<file path="config.mk">
export PLATFORM = sky130hd
export DESIGN_NAME = sac_top
export DESIGN_NICKNAME = d
export VERILOG_FILES = /design/src/design/sac_pkg.sv /design/src/design/sac_tick_gen.sv /design/src/design/sac_top.sv
export SDC_FILE = /design/constraint.sdc
export NUM_CORES = 1
export LEC_CHECK = 0
export BUFFER_PORTS_ARGS = -buffer_cell sky130_fd_sc_hd__buf_2
export CORE_MARGIN = 2
export CORE_UTILIZATION = 52
export CTS_CLUSTER_DIAMETER = 50
export CTS_CLUSTER_SIZE = 10
export DETAILED_ROUTE_END_ITERATION = 10
export PLACE_DENSITY_LB_ADDON = 0.12
export SETUP_SLACK_MARGIN = 0.2
export SLEW_MARGIN = 40
export SYNTH_ARGS = -nofsm -noshare
export SYNTH_HDL_FRONTEND = slang
export SYNTH_SLANG_ARGS = --single-unit
export TNS_END_PERCENT = 20
</file>
<file path="constraint.sdc">
create_clock -name sys_clk -period 2.4 [get_ports sys_clk]
set_clock_uncertainty 0.1 [all_clocks]
set_input_delay 0.24 -clock sys_clk [delete_from_list [all_inputs] [get_ports sys_clk]]
set_output_delay 0.24 -clock sys_clk [all_outputs]
set_load 0.02 [all_outputs]
</file>
<file path="src/design/sac_pkg.sv">
// Shared constants and types for the successive-approximation acquisition control
package sac_pkg;
    // Timing at the 100 ns system clock
    localparam int CLK_NS = 100;
    localparam int TRIAL_NS = 700;
    localparam int TRIAL_CYC = (TRIAL_NS + CLK_NS - 1) / CLK_NS;
    localparam int ONESHOT_NS = 1500;
    localparam int ONESHOT_CYC = (ONESHOT_NS + CLK_NS - 1) / CLK_NS;
    localparam int TRIAL_W = 4;
    localparam int SHOT_W = 5;
    localparam logic [TRIAL_W-1:0] TRIAL_LAST = TRIAL_W'(TRIAL_CYC - 1);
    localparam logic [SHOT_W-1:0] SHOT_LOAD = SHOT_W'(ONESHOT_CYC);
    localparam logic [SHOT_W-1:0] SHOT_ONE = 5'h01;
    localparam logic [TRIAL_W-1:0] TRIAL_ZERO = 4'h0;
    localparam logic [TRIAL_W-1:0] TRIAL_STEP = 4'h1;

    // Converter word
    localparam int N_BITS = 12;
    localparam int CONV_TRIALS = 12;
    localparam logic [3:0] DEC_LAST = 4'(CONV_TRIALS - 1);
    localparam logic [N_BITS-1:0] SAR_INIT = 12'h7FF;
    localparam logic [N_BITS-1:0] SAR_IDLE = 12'hFFF;
    localparam logic [N_BITS-1:0] PTR_MSB = 12'h800;
    localparam logic [N_BITS-1:0] PTR_LSB = 12'h001;
    localparam logic [N_BITS-1:0] WORD_ZERO = 12'h000;

    // Register map, byte offsets
    localparam logic [7:0] OFS_CTRL = 8'h00;
    localparam logic [7:0] OFS_STATUS = 8'h04;
    localparam logic [7:0] OFS_MASK = 8'h08;
    localparam logic [7:0] OFS_RESULT = 8'h0C;
    localparam logic [7:0] OFS_STATE = 8'h10;
    localparam int CTRL_START_BIT = 0;
    localparam int N_EV = 2;
    localparam int EV_DONE = 0;
    localparam int EV_START = 1;
    localparam logic [N_EV-1:0] EV_NONE = 2'h0;

    // Processor byte lanes of the result
    localparam logic IO_SEL_LO = 1'b0;
    localparam int HI_PAD = 4;

    // Sequencer states
    typedef enum logic [2:0] {
        ST_IDLE = 3'b001,
        ST_INIT = 3'b010,
        ST_CONV = 3'b100
    } sac_state_t;
endpackage : sac_pkg

</file>
<file path="src/design/sac_tick_gen.sv">
// Trial period divider producing one tick per trial
`timescale 1ns/10ps
`default_nettype none
module sac_tick_gen
    import sac_pkg::*;
(
    input wire logic sys_clk,
    input wire logic rst_n,
    input wire logic srst,
    output logic tick
);
    logic [TRIAL_W-1:0] cnt_r;

    ////////////////////////////////////////////////////////////////////////
    // Free running period counter
    always_ff @(posedge sys_clk or negedge rst_n)
    begin
        if (!rst_n)
            cnt_r <= TRIAL_ZERO;
        else if (srst || cnt_r == TRIAL_LAST)
            cnt_r <= TRIAL_ZERO;
        else
            cnt_r <= cnt_r + TRIAL_STEP;
    end

    // One cycle pulse at the end of each period
    assign tick = (cnt_r == TRIAL_LAST) && !srst;
endmodule : sac_tick_gen
`default_nettype wire

</file>
<file path="src/design/sac_top.sv">
// Successive-approximation acquisition controller with processor port and registers
`timescale 1ns/10ps
`default_nettype none
module sac_top
    import sac_pkg::*;
(
    input wire logic sys_clk,
    input wire logic rst_n,
    input wire logic srst,
    input wire logic cs_n,
    input wire logic io_sel,
    input wire logic io_write_strobe_n,
    input wire logic io_read_strobe_n,
    output logic [7:0] io_data_o,
    output logic io_data_oe,
    output logic processor_ready_in,
    input wire logic comp_in,
    output logic [N_BITS-1:0] dac_bit_n,
    output logic conversion_complete,
    input wire logic [7:0] reg_addr,
    input wire logic [31:0] reg_wdata,
    input wire logic reg_wr,
    input wire logic reg_rd,
    output logic [31:0] reg_rdata,
    output logic irq
);
    sac_state_t state_r;
    logic [N_BITS-1:0] sar_n_r;
    logic [N_BITS-1:0] sar_nxt;
    logic [N_BITS-1:0] ptr_r;
    logic [N_BITS-1:0] ptr_lo;
    logic [N_BITS-1:0] result_r;
    logic [SHOT_W-1:0] shot_r;
    logic start_n_r;
    logic cc_r;
    logic ready_r;
    logic [7:0] io_data_r;
    logic [31:0] rdata_r;
    logic [N_EV-1:0] status_r;
    logic [N_EV-1:0] mask_r;
    logic [N_EV-1:0] ev;
    logic tick;
    logic io_wr_hit;
    logic io_rd_hit;
    logic sw_start;
    logic fire;
    logic decide;
    logic done_pulse;
    logic [3:0] dec_cnt_r;

    ////////////////////////////////////////////////////////////////////////
    // Processor port decode, shared by both strobes
    function automatic logic io_hit(input logic sel_n, input logic strobe_n);
        io_hit = !sel_n && !strobe_n;
    endfunction : io_hit

    assign io_wr_hit = io_hit(cs_n, io_write_strobe_n);
    assign io_rd_hit = io_hit(cs_n, io_read_strobe_n);
    assign sw_start = reg_wr && reg_addr == OFS_CTRL && reg_wdata[CTRL_START_BIT];
    assign fire = (io_wr_hit || sw_start) && shot_r == SHOT_W'(0);

    ////////////////////////////////////////////////////////////////////////
    // Trial period source
    sac_tick_gen u_tick (
        .sys_clk(sys_clk),
        .rst_n(rst_n),
        .srst(srst),
        .tick(tick)
    );

    ////////////////////////////////////////////////////////////////////////
    // Start one-shot, longer than one trial period
    always_ff @(posedge sys_clk or negedge rst_n)
    begin
        if (!rst_n)
            shot_r <= SHOT_W'(0);
        else if (srst)
            shot_r <= SHOT_W'(0);
        else if (fire)
            shot_r <= SHOT_LOAD;
        else if (shot_r != SHOT_W'(0))
            shot_r <= shot_r - SHOT_ONE;
    end

    // Active low start level and processor ready, both from the one-shot
    always_ff @(posedge sys_clk or negedge rst_n)
    begin
        if (!rst_n)
        begin
            start_n_r <= 1'b1;
            ready_r <= 1'b1;
        end
        else if (srst)
        begin
            start_n_r <= 1'b1;
            ready_r <= 1'b1;
        end
        else
        begin
            start_n_r <= !(fire || shot_r > SHOT_ONE);
            ready_r <= !(fire || shot_r > SHOT_ONE);
        end
    end

    assign processor_ready_in = ready_r;

    ////////////////////////////////////////////////////////////////////////
    // Per-bit trial update: decided bit from comparator, next bit tried
    assign ptr_lo = ptr_r >> 1;
    genvar gi;
    generate
        for (gi = 0; gi < N_BITS; gi++)
        begin : g_bit
            // Comparator high means input above the DAC: keep the bit on
            assign sar_nxt[gi] = ptr_r[gi] ? !comp_in :
                                 ptr_lo[gi] ? 1'b0 : sar_n_r[gi];
        end
    endgenerate

    // A decision happens on a tick once start has returned high
    assign decide = tick && start_n_r && state_r != ST_IDLE;
    assign done_pulse = decide && ptr_r == PTR_LSB;

    ////////////////////////////////////////////////////////////////////////
    // Sequencer: idle, start held, bit trials
    always_ff @(posedge sys_clk or negedge rst_n)
    begin
        if (!rst_n)
            state_r <= ST_IDLE;
        else if (srst)
            state_r <= ST_IDLE;
        else if (tick)
        begin
            case (state_r)
                ST_IDLE:
                    if (!start_n_r)
                        state_r <= ST_INIT;
                ST_INIT:
                    if (start_n_r)
                        state_r <= ST_CONV;
                ST_CONV:
                    if (!start_n_r)
                        state_r <= ST_INIT;
                    else if (ptr_r == PTR_LSB)
                        state_r <= ST_IDLE;
                default:
                    state_r <= ST_IDLE;
            endcase
        end
        else if (state_r != ST_IDLE && state_r != ST_INIT && state_r != ST_CONV)
            state_r <= ST_IDLE;
    end

    // Approximation register and trial pointer
    always_ff @(posedge sys_clk or negedge rst_n)
    begin
        if (!rst_n)
        begin
            sar_n_r <= SAR_IDLE;
            ptr_r <= PTR_MSB;
        end
        else if (srst)
        begin
            sar_n_r <= SAR_IDLE;
            ptr_r <= PTR_MSB;
        end
        else if (tick && !start_n_r)
        begin
            sar_n_r <= SAR_INIT;
            ptr_r <= PTR_MSB;
        end
        else if (decide)
        begin
            sar_n_r <= sar_nxt;
            ptr_r <= (ptr_r == PTR_LSB) ? PTR_MSB : ptr_lo;
        end
    end

    assign dac_bit_n = sar_n_r;

    // Conversion complete: set at start, low during trials, set after LSB
    always_ff @(posedge sys_clk or negedge rst_n)
    begin
        if (!rst_n)
            cc_r <= 1'b0;
        else if (srst)
            cc_r <= 1'b0;
        else if (tick && !start_n_r)
            cc_r <= 1'b1;
        else if (done_pulse)
            cc_r <= 1'b1;
        else if (decide)
            cc_r <= 1'b0;
    end

    assign conversion_complete = cc_r;

    // Result captured active high when the LSB is decided
    always_ff @(posedge sys_clk or negedge rst_n)
    begin
        if (!rst_n)
            result_r <= WORD_ZERO;
        else if (srst)
            result_r <= WORD_ZERO;
        else if (done_pulse)
            result_r <= ~sar_nxt;
    end

    // Decision counter, watched by the checks only
    always_ff @(posedge sys_clk or negedge rst_n)
    begin
        if (!rst_n)
            dec_cnt_r <= 4'h0;
        else if (srst || (tick && !start_n_r))
            dec_cnt_r <= 4'h0;
        else if (decide)
            dec_cnt_r <= dec_cnt_r + 4'h1;
    end

    ////////////////////////////////////////////////////////////////////////
    // Processor read buffer: low byte or high nibble of the result
    always_ff @(posedge sys_clk or negedge rst_n)
    begin
        if (!rst_n)
            io_data_r <= 8'h00;
        else if (io_sel == IO_SEL_LO)
            io_data_r <= result_r[7:0];
        else
            io_data_r <= {{HI_PAD{1'b0}}, result_r[N_BITS-1:8]};
    end

    assign io_data_o = io_data_r;
    assign io_data_oe = io_rd_hit;

    ////////////////////////////////////////////////////////////////////////
    // Sticky events, read of status clears, set wins
    assign ev = {fire, done_pulse};

    always_ff @(posedge sys_clk or negedge rst_n)
    begin
        if (!rst_n)
            status_r <= EV_NONE;
        else if (srst)
            status_r <= EV_NONE;
        else if (reg_rd && reg_addr == OFS_STATUS)
            status_r <= ev;
        else
            status_r <= status_r | ev;
    end

    // Interrupt mask
    always_ff @(posedge sys_clk or negedge rst_n)
    begin
        if (!rst_n)
            mask_r <= EV_NONE;
        else if (reg_wr && reg_addr == OFS_MASK)
            mask_r <= reg_wdata[N_EV-1:0];
    end

    assign irq = |(status_r & mask_r);

    // Register read data, one cycle after the strobe
    always_ff @(posedge sys_clk or negedge rst_n)
    begin
        if (!rst_n)
            rdata_r <= 32'h0000_0000;
        else if (reg_rd)
        begin
            case (reg_addr)
                OFS_STATUS: rdata_r <= {30'h0, status_r};
                OFS_MASK: rdata_r <= {30'h0, mask_r};
                OFS_RESULT: rdata_r <= {20'h0, result_r};
                OFS_STATE: rdata_r <= {26'h0, ready_r, start_n_r, cc_r, state_r};
                default: rdata_r <= 32'h0000_0000;
            endcase
        end
        else
            rdata_r <= 32'h0000_0000;
    end

    assign reg_rdata = rdata_r;
endmodule : sac_top
`default_nettype wire

</file>
==> results.cfg, run 1 <==
[outcome]
status = finished clean

[clock_network]
htree_levels = 3
cts_buffers = 9
cts_tree = yes
clock_path_buffers = 2
insertion_delay_ns = 0.35
clock_sinks = 74
path_clk_slew_ns = 0.08
cts_root_buf = clkbuf_8

[hold_path]
hold_path_class = primary input to register
hold_depth = 2
worstHoldEndpoint = mask_r[0]$_DFFE_PN0P_
hold_path_startpoint = reg_wdata[0]

[synth]
synth-edff-count = 0
yosysUniqueCellTypes = 61
synth_warnings = 0
synthTopCellsByCount = dfrtp_1 (59), nand2_1 (26), buf_4 (20)
async_flop_share_pct = 100
synth_seq_area_share_pct = 51.5
synth_ff_type = dfrtp_1
synth_most_common_cell = dfrtp_1
synthCells = 341
syn_avg_cell_area_um2 = 10.6
netlist.area_leader.share_pct = 40.7
ys_top_cells_by_area = dfrtp_1 (41%), dfstp_2 (11%), buf_4 (4.1%), nand2_1 (2.7%), mux2_2 (2.5%)
ys_ff_latch = 74
syn_area_um2 = 3630
yosys.area.top_type = dfrtp_1

[layout]
syn_to_final_growth_pct = 14.2
finish.utilization_pct = 61.3
fillers = 608
nNetsFinal = 454
drive_above_1_share_pct = 26.9
antenna_cells = 0

[die]
rows = 30
ios = 106
fp.coreArea_um2 = 6760
die_area_um2 = 7660
start_util_pct = 53.7
die_w_um = 87.5
dieHeight_um = 87.5

[pwr]
comb_power_share_pct = 14.3
swShare_pct = 27.8
p_seq_share_pct = 49.3
power_density_nw_per_um2 = 658
power.switching_w = 0.000758
leakage_nw = 1.92
clockPowerShare_pct = 36.5
vdd_ir_drop_max_uv = 358
p_int_w = 0.00197

[worst_setup_path]
critPathCaptureType = register
reg2reg_depth = 5
required_ns = 2.58
crit_type = register to register
r2r_setup_slack_ns = 0.31
timing.rr.end = dac_bit_n[6]$_DFFE_PN1P_
cp_max_fo = 23
crit_arrival_ns = 2.27
crit-reg2reg-launch = state_r[0]$_DFFE_PN1P_
crit_path_start_kind = register

[sta]
holdWs_ns = 0.0395
final-max-slew-violation-count = 0
finalWorstPathRequiredPeriod_ns = 2.09
worst-slew-pin-transition_ns = 0.533
finalHoldViolations = 0
setup_viol = 0
rsz0062_at_grt = no
slew_headroom_pct = 64.2
fmax_mhz = 477
setup_tns_ns = 0
min_period_over_period_pct = 87.3

[routing]
vias = 2796
drt.antenna.violating_nets = 0
drt_wl_total_mm = 7.67
post_drt_wl_per_cell_um = 15.8
drc_errors = 0
drt_first_pass_iters = 4
drt-vias-per-instance = 5.76
drtIter0Drc = 199

[place]
io_buffers = 55
place_congestion = 0.816
place_hpwl_mm = 5.34

[global_routing]
grt_max_degree = 75
grt_pass1_wl_mm = 12.2
grt-ovfl-total = 0
antenna_found_initial = 0
gr-usage-all-layers_pct = 20.8
grt_pass1_vias = 2545

[job]
cap_violations = 0
## final cells by class
class / instances / area [um2] / share of cell area [%]
clock buffer: 10 / 138 / 3.32
clock inverter: 6 / 73.8 / 1.78
inverter: 9 / 33.8 / 0.815
multi-input combinational: 241 / 1560 / 37.7
sequential: 74 / 1870 / 45.1
tap: 80 / 100 / 2.42
timing repair buffer: 65 / 365 / 8.82
## worst max-delay path, stage by stage, from the launching register on
cell      delay, ns
dfstp_2        0.62
or3b_1         0.38
nand3_1        0.10
buf_4          0.27
nand2b_1       0.29
o22a_1         0.26
## metal layers
metal | GRT usage (%) | routed length (um) | vias to the layer above
li1 | - | - | 1331
met1 | 29.5 | 3580 | 1349
met2 | 30.8 | 3480 | 100
met3 | 4.15 | 425 | 16
met4 | 10.1 | 180 | 0
met5 | 0 | 0 | -
## worst max-delay path by stage
stage | startpoint | end | slack, ns | cells after the start
floorplan | state_r[0]$_DFFE_PN1P_ | ptr_r[6]$_DFFE_PN0P_ | 0.48 | 6
global placement | state_r[0]$_DFFE_PN1P_ | result_r[8]$_DFFE_PN0P_ | 0.34 | 4
detailed placement | state_r[0]$_DFFE_PN1P_ | result_r[8]$_DFFE_PN0P_ | 0.30 | 4
CTS | state_r[0]$_DFFE_PN1P_ | result_r[9]$_DFFE_PN0P_ | 0.29 | 4
global route | state_r[0]$_DFFE_PN1P_ | conversion_complete$_DFFE_PN0P_ | 0.23 | 5
finish | state_r[0]$_DFFE_PN1P_ | dac_bit_n[6]$_DFFE_PN1P_ | 0.31 | 5
## per-stage QoR
step	total power, W	setup slack (ns)	std cells	instance area [um2]
final	0.00273	0.305	485	4140
after global routing	0.00285	0.225	485	4140
after CTS	0.00276	0.285	485	4140
after global placement	0.00174	0.341	468	3920
after floorplan	0.00164	0.477	360	3700
after detailed placement	0.00175	0.304	468	3920
## cell usage in the layout, fill, tap and decap left out, types with 7 or more instances in the layout
cell type  count
nor3_1        12
a211o_1        9
conb_1        20
dfstp_2       15
dfrtp_1       59
a21oi_1       16
clkbuf_8      10
buf_2         55
and3_1         7
nand2_1       26
mux2_2         8
nor3b_1       11
nor2_1        17
buf_4          8
nand3_1        7
inv_1          8
nor2b_1       12
## logic make-up after synthesis
kind of cell,count (synthesis),synth area share (%)
buf+inv,45,7.45
other cells,1,0.103
simple gates,122,18.7
compound gates,76,15.5
fa+ha+maj,4,1.38
flops,74,51.5
xor+xnor,5,1.21
mux,14,4.14
## sequential cells by signal (all words and copies together), names as in the netlist, 2 cells and up
name,cells
shot_r,5
state_r,3
reg_rdata,12
result_r,12
mask_r,2
ptr_r,12
status_r,2
u_tick.cnt_r,4
dac_bit_n,12
io_data_o,8
## power groups by stage
stage                     clock network, W  logic [W]  registers (W)
after floorplan                          0   0.000273        0.00137
after global placement                   0   0.000381        0.00136
after detailed placement                 0   0.000389        0.00137
after CTS                          0.00102   0.000391        0.00134
after global routing               0.00107   0.000430        0.00135
final                             0.000994   0.000389        0.00134
## timing repair
action,4_1_cts,5_1_grt
resized for setup,0,1
hold buffers,1,0
hold endpoints to repair,59,0
buffers inserted,0,0
setup endpoints to repair,0,2
Power figures use the tool's default switching activity.
==> run 2: changes to the inputs <==
--- a/config.mk
+++ b/config.mk
@@ -16,5 +16,6 @@
 export SLEW_MARGIN = 40
 export SYNTH_ARGS = -nofsm -noshare
 export SYNTH_HDL_FRONTEND = slang
+export SYNTH_HIERARCHICAL = 1
 export SYNTH_SLANG_ARGS = --single-unit
 export TNS_END_PERCENT = 20
==> constraint.sdc (replaced) <==
create_clock -name sys_clk -period 2.4 [get_ports sys_clk]
set_clock_uncertainty 0.1 [all_clocks]
set_input_delay 0.24 -clock sys_clk [delete_from_list [all_inputs] [get_ports sys_clk]]
set_output_delay 0.24 -clock sys_clk [all_outputs]
set_load 0.05 [all_outputs]
==> results.cfg, run 2 <==
[routing]
drt-vias-per-instance = 5.44
drt.antenna.violating_nets = 0
post_drt_wl_per_cell_um = 15.3
drt_wl_total_mm = 8.08
drtIter0Drc = 121
drc_errors = 0
vias = 2872
drt_first_pass_iters = 5

[clock_network]
cts_root_buf = clkbuf_8
cts_tree = yes
cts_buffers = 9
clock_path_buffers = 2
insertion_delay_ns = 0.35
post_cts_buffers = 0
path_clk_slew_ns = 0.08
clock_sinks = 74
htree_levels = 3

[synth]
yosysUniqueCellTypes = 57
ys_top_cells_by_area = dfrtp_1 (39%), dfstp_2 (10%), buf_4 (4.0%), a21oi_1 (2.8%), nor2_1 (2.8%)
syn_area_um2 = 3780
yosys.area.top_type = dfrtp_1
synthTopCellsByCount = dfrtp_1 (59), nor2_1 (28), a21oi_1 (21)
synth-edff-count = 0
synth_ff_type = dfrtp_1
ys_ff_latch = 74
synth_warnings = 6
syn_avg_cell_area_um2 = 10.3
synth_most_common_cell = dfrtp_1
netlist.area_leader.share_pct = 39.1
synth_seq_area_share_pct = 49.5
synthCells = 367
async_flop_share_pct = 100

[global_routing]
grt_pass1_wl_mm = 12.8
grt_pass1_vias = 2554
gr-usage-all-layers_pct = 21.0
grt-ovfl-total = 0
grt_max_degree = 75
antenna_found_initial = 0

[die]
dieHeight_um = 89.2
start_util_pct = 52.9
die_w_um = 89.2
die_area_um2 = 7960
ios = 106
fp.coreArea_um2 = 7140
rows = 31

[sta]
setup_viol = 0
final-max-slew-violation-count = 0
slew_headroom_pct = 64.9
finalWorstPathRequiredPeriod_ns = 2.06
worst-slew-pin-transition_ns = 0.521
min_period_over_period_pct = 85.7
rsz0062_at_grt = yes
finalHoldViolations = 0
fmax_mhz = 486
setup_tns_ns = 0

[place]
place_congestion = 0.860
io_buffers = 55
dpl_cell_area_um2 = 4090
place_hpwl_mm = 5.47

[worst_setup_path]
required_ns = 2.54
crit_type = register to register
crit_arrival_ns = 2.20
crit_path_start_kind = register
r2r_setup_slack_ns = 0.34
cp_max_fo = 17
critPathCaptureType = register

[outcome]
status = finished clean

[pwr]
vdd_ir_drop_max_uv = 389
power_density_nw_per_um2 = 670
leakage_nw = 1.97

[layout]
final_common_cell = dfrtp_1
nNetsFinal = 479
design_area_um2 = 4370
antenna_cells = 0
drive_above_1_share_pct = 32.4
mostFrequentLayoutCells = dfrtp_1 (59), buf_2 (55), nor2_1 (28), a21oi_1 (21)
syn_to_final_growth_pct = 15.7

[job]
cap_violations = 0

[hold_path]
hold_path_class = primary input to register
run 2: final cells by class:
cell class | instances | area, um2
fill | 627 | 2770
sequential | 74 | 1870
multi-input combinational | 267 | 1750
timing repair buffer | 64 | 370
clock buffer | 9 | 124
tap | 99 | 124
clock inverter | 7 | 100
inverter | 8 | 30.0
run 2: power by group:
group	switching, W	internal (W)
combinational	0.000319	0.000155
sequential	0.0000699	0.00131
clock	0.000483	0.000594
total	0.000872	0.00205
run 2: per-stage QoR:
stage | instances | util, % | hold WS [ns] | power [W] | worst slack (ns)
floorplan | 386 | - | -0.156 | 0.00178 | 0.364
global placement | 509 | 57.3 | 0.200 | 0.00185 | 0.143
detailed placement | 509 | 57.3 | 0.200 | 0.00186 | 0.125
CTS | 526 | 60.7 | 0.0317 | 0.00295 | 0.106
global route | 528 | 61.2 | 0.0364 | 0.00307 | 0.197
finish | 528 | 61.2 | 0.0406 | 0.00293 | 0.343
run 2: kinds of logic (layout without fill, tap and decap cells):
kind of cell | after synthesis | in the layout | synth area share, %
fa+ha+maj | 5 | 5 | 1.66
mux | 10 | 10 | 2.85
other cells | 1 | 20 | 0.0993
buf+inv | 47 | 88 | 7.32
compound gates | 91 | 92 | 17.1
flops | 74 | 74 | 49.5
xor+xnor | 4 | 4 | 0.928
simple gates | 135 | 136 | 20.6
run 2: worst paths after layout:
path | startpoint | endpoint | depth (start not counted)
worst max register to register | u_tick/cnt_r[0]$_DFF_PN0_ | result_r[11]$_DFFE_PN0P_ | 8
max in group asynchronous | rst_n | state_r[0]$_DFFE_PN1P_ | 3
min in group asynchronous | rst_n | mask_r[1]$_DFFE_PN0P_ | 3
worst max-delay path | u_tick/cnt_r[0]$_DFF_PN0_ | result_r[11]$_DFFE_PN0P_ | 8
worst min register to register | result_r[4]$_DFFE_PN0P_ | reg_rdata[4]$_DFF_PN0_ | 2
worst min-delay path | reg_wdata[1] | mask_r[1]$_DFFE_PN0P_ | 2
run 2: repair_timing:
item / CTS / global route
hold buffers: 1 / 0
gates cloned: 0 / 2
hold endpoints to repair: 59 / 0
setup endpoints to repair: 10 / 34
pin swaps: 0 / 2
resized for setup: 1 / 6
run 2: worst max-delay path, cell delays in order (launching register included):
cell,delay [ns]
dfrtp_1,0.42
inv_1,0.07
ha_2,0.21
nand2b_4,0.08
nor3_2,0.19
buf_12,0.18
nand3_2,0.14
or2_4,0.32
a31o_2,0.25
run 2: per-layer routing:
metal | vias up | wire [um] | GRT usage (%)
met5 | - | 0 | 0
met4 | 0 | 83 | 7.73
met3 | 6 | 423 | 3.60
met2 | 80 | 3800 | 31.1
met1 | 1393 | 3780 | 31.1
li1 | 1393 | - | -
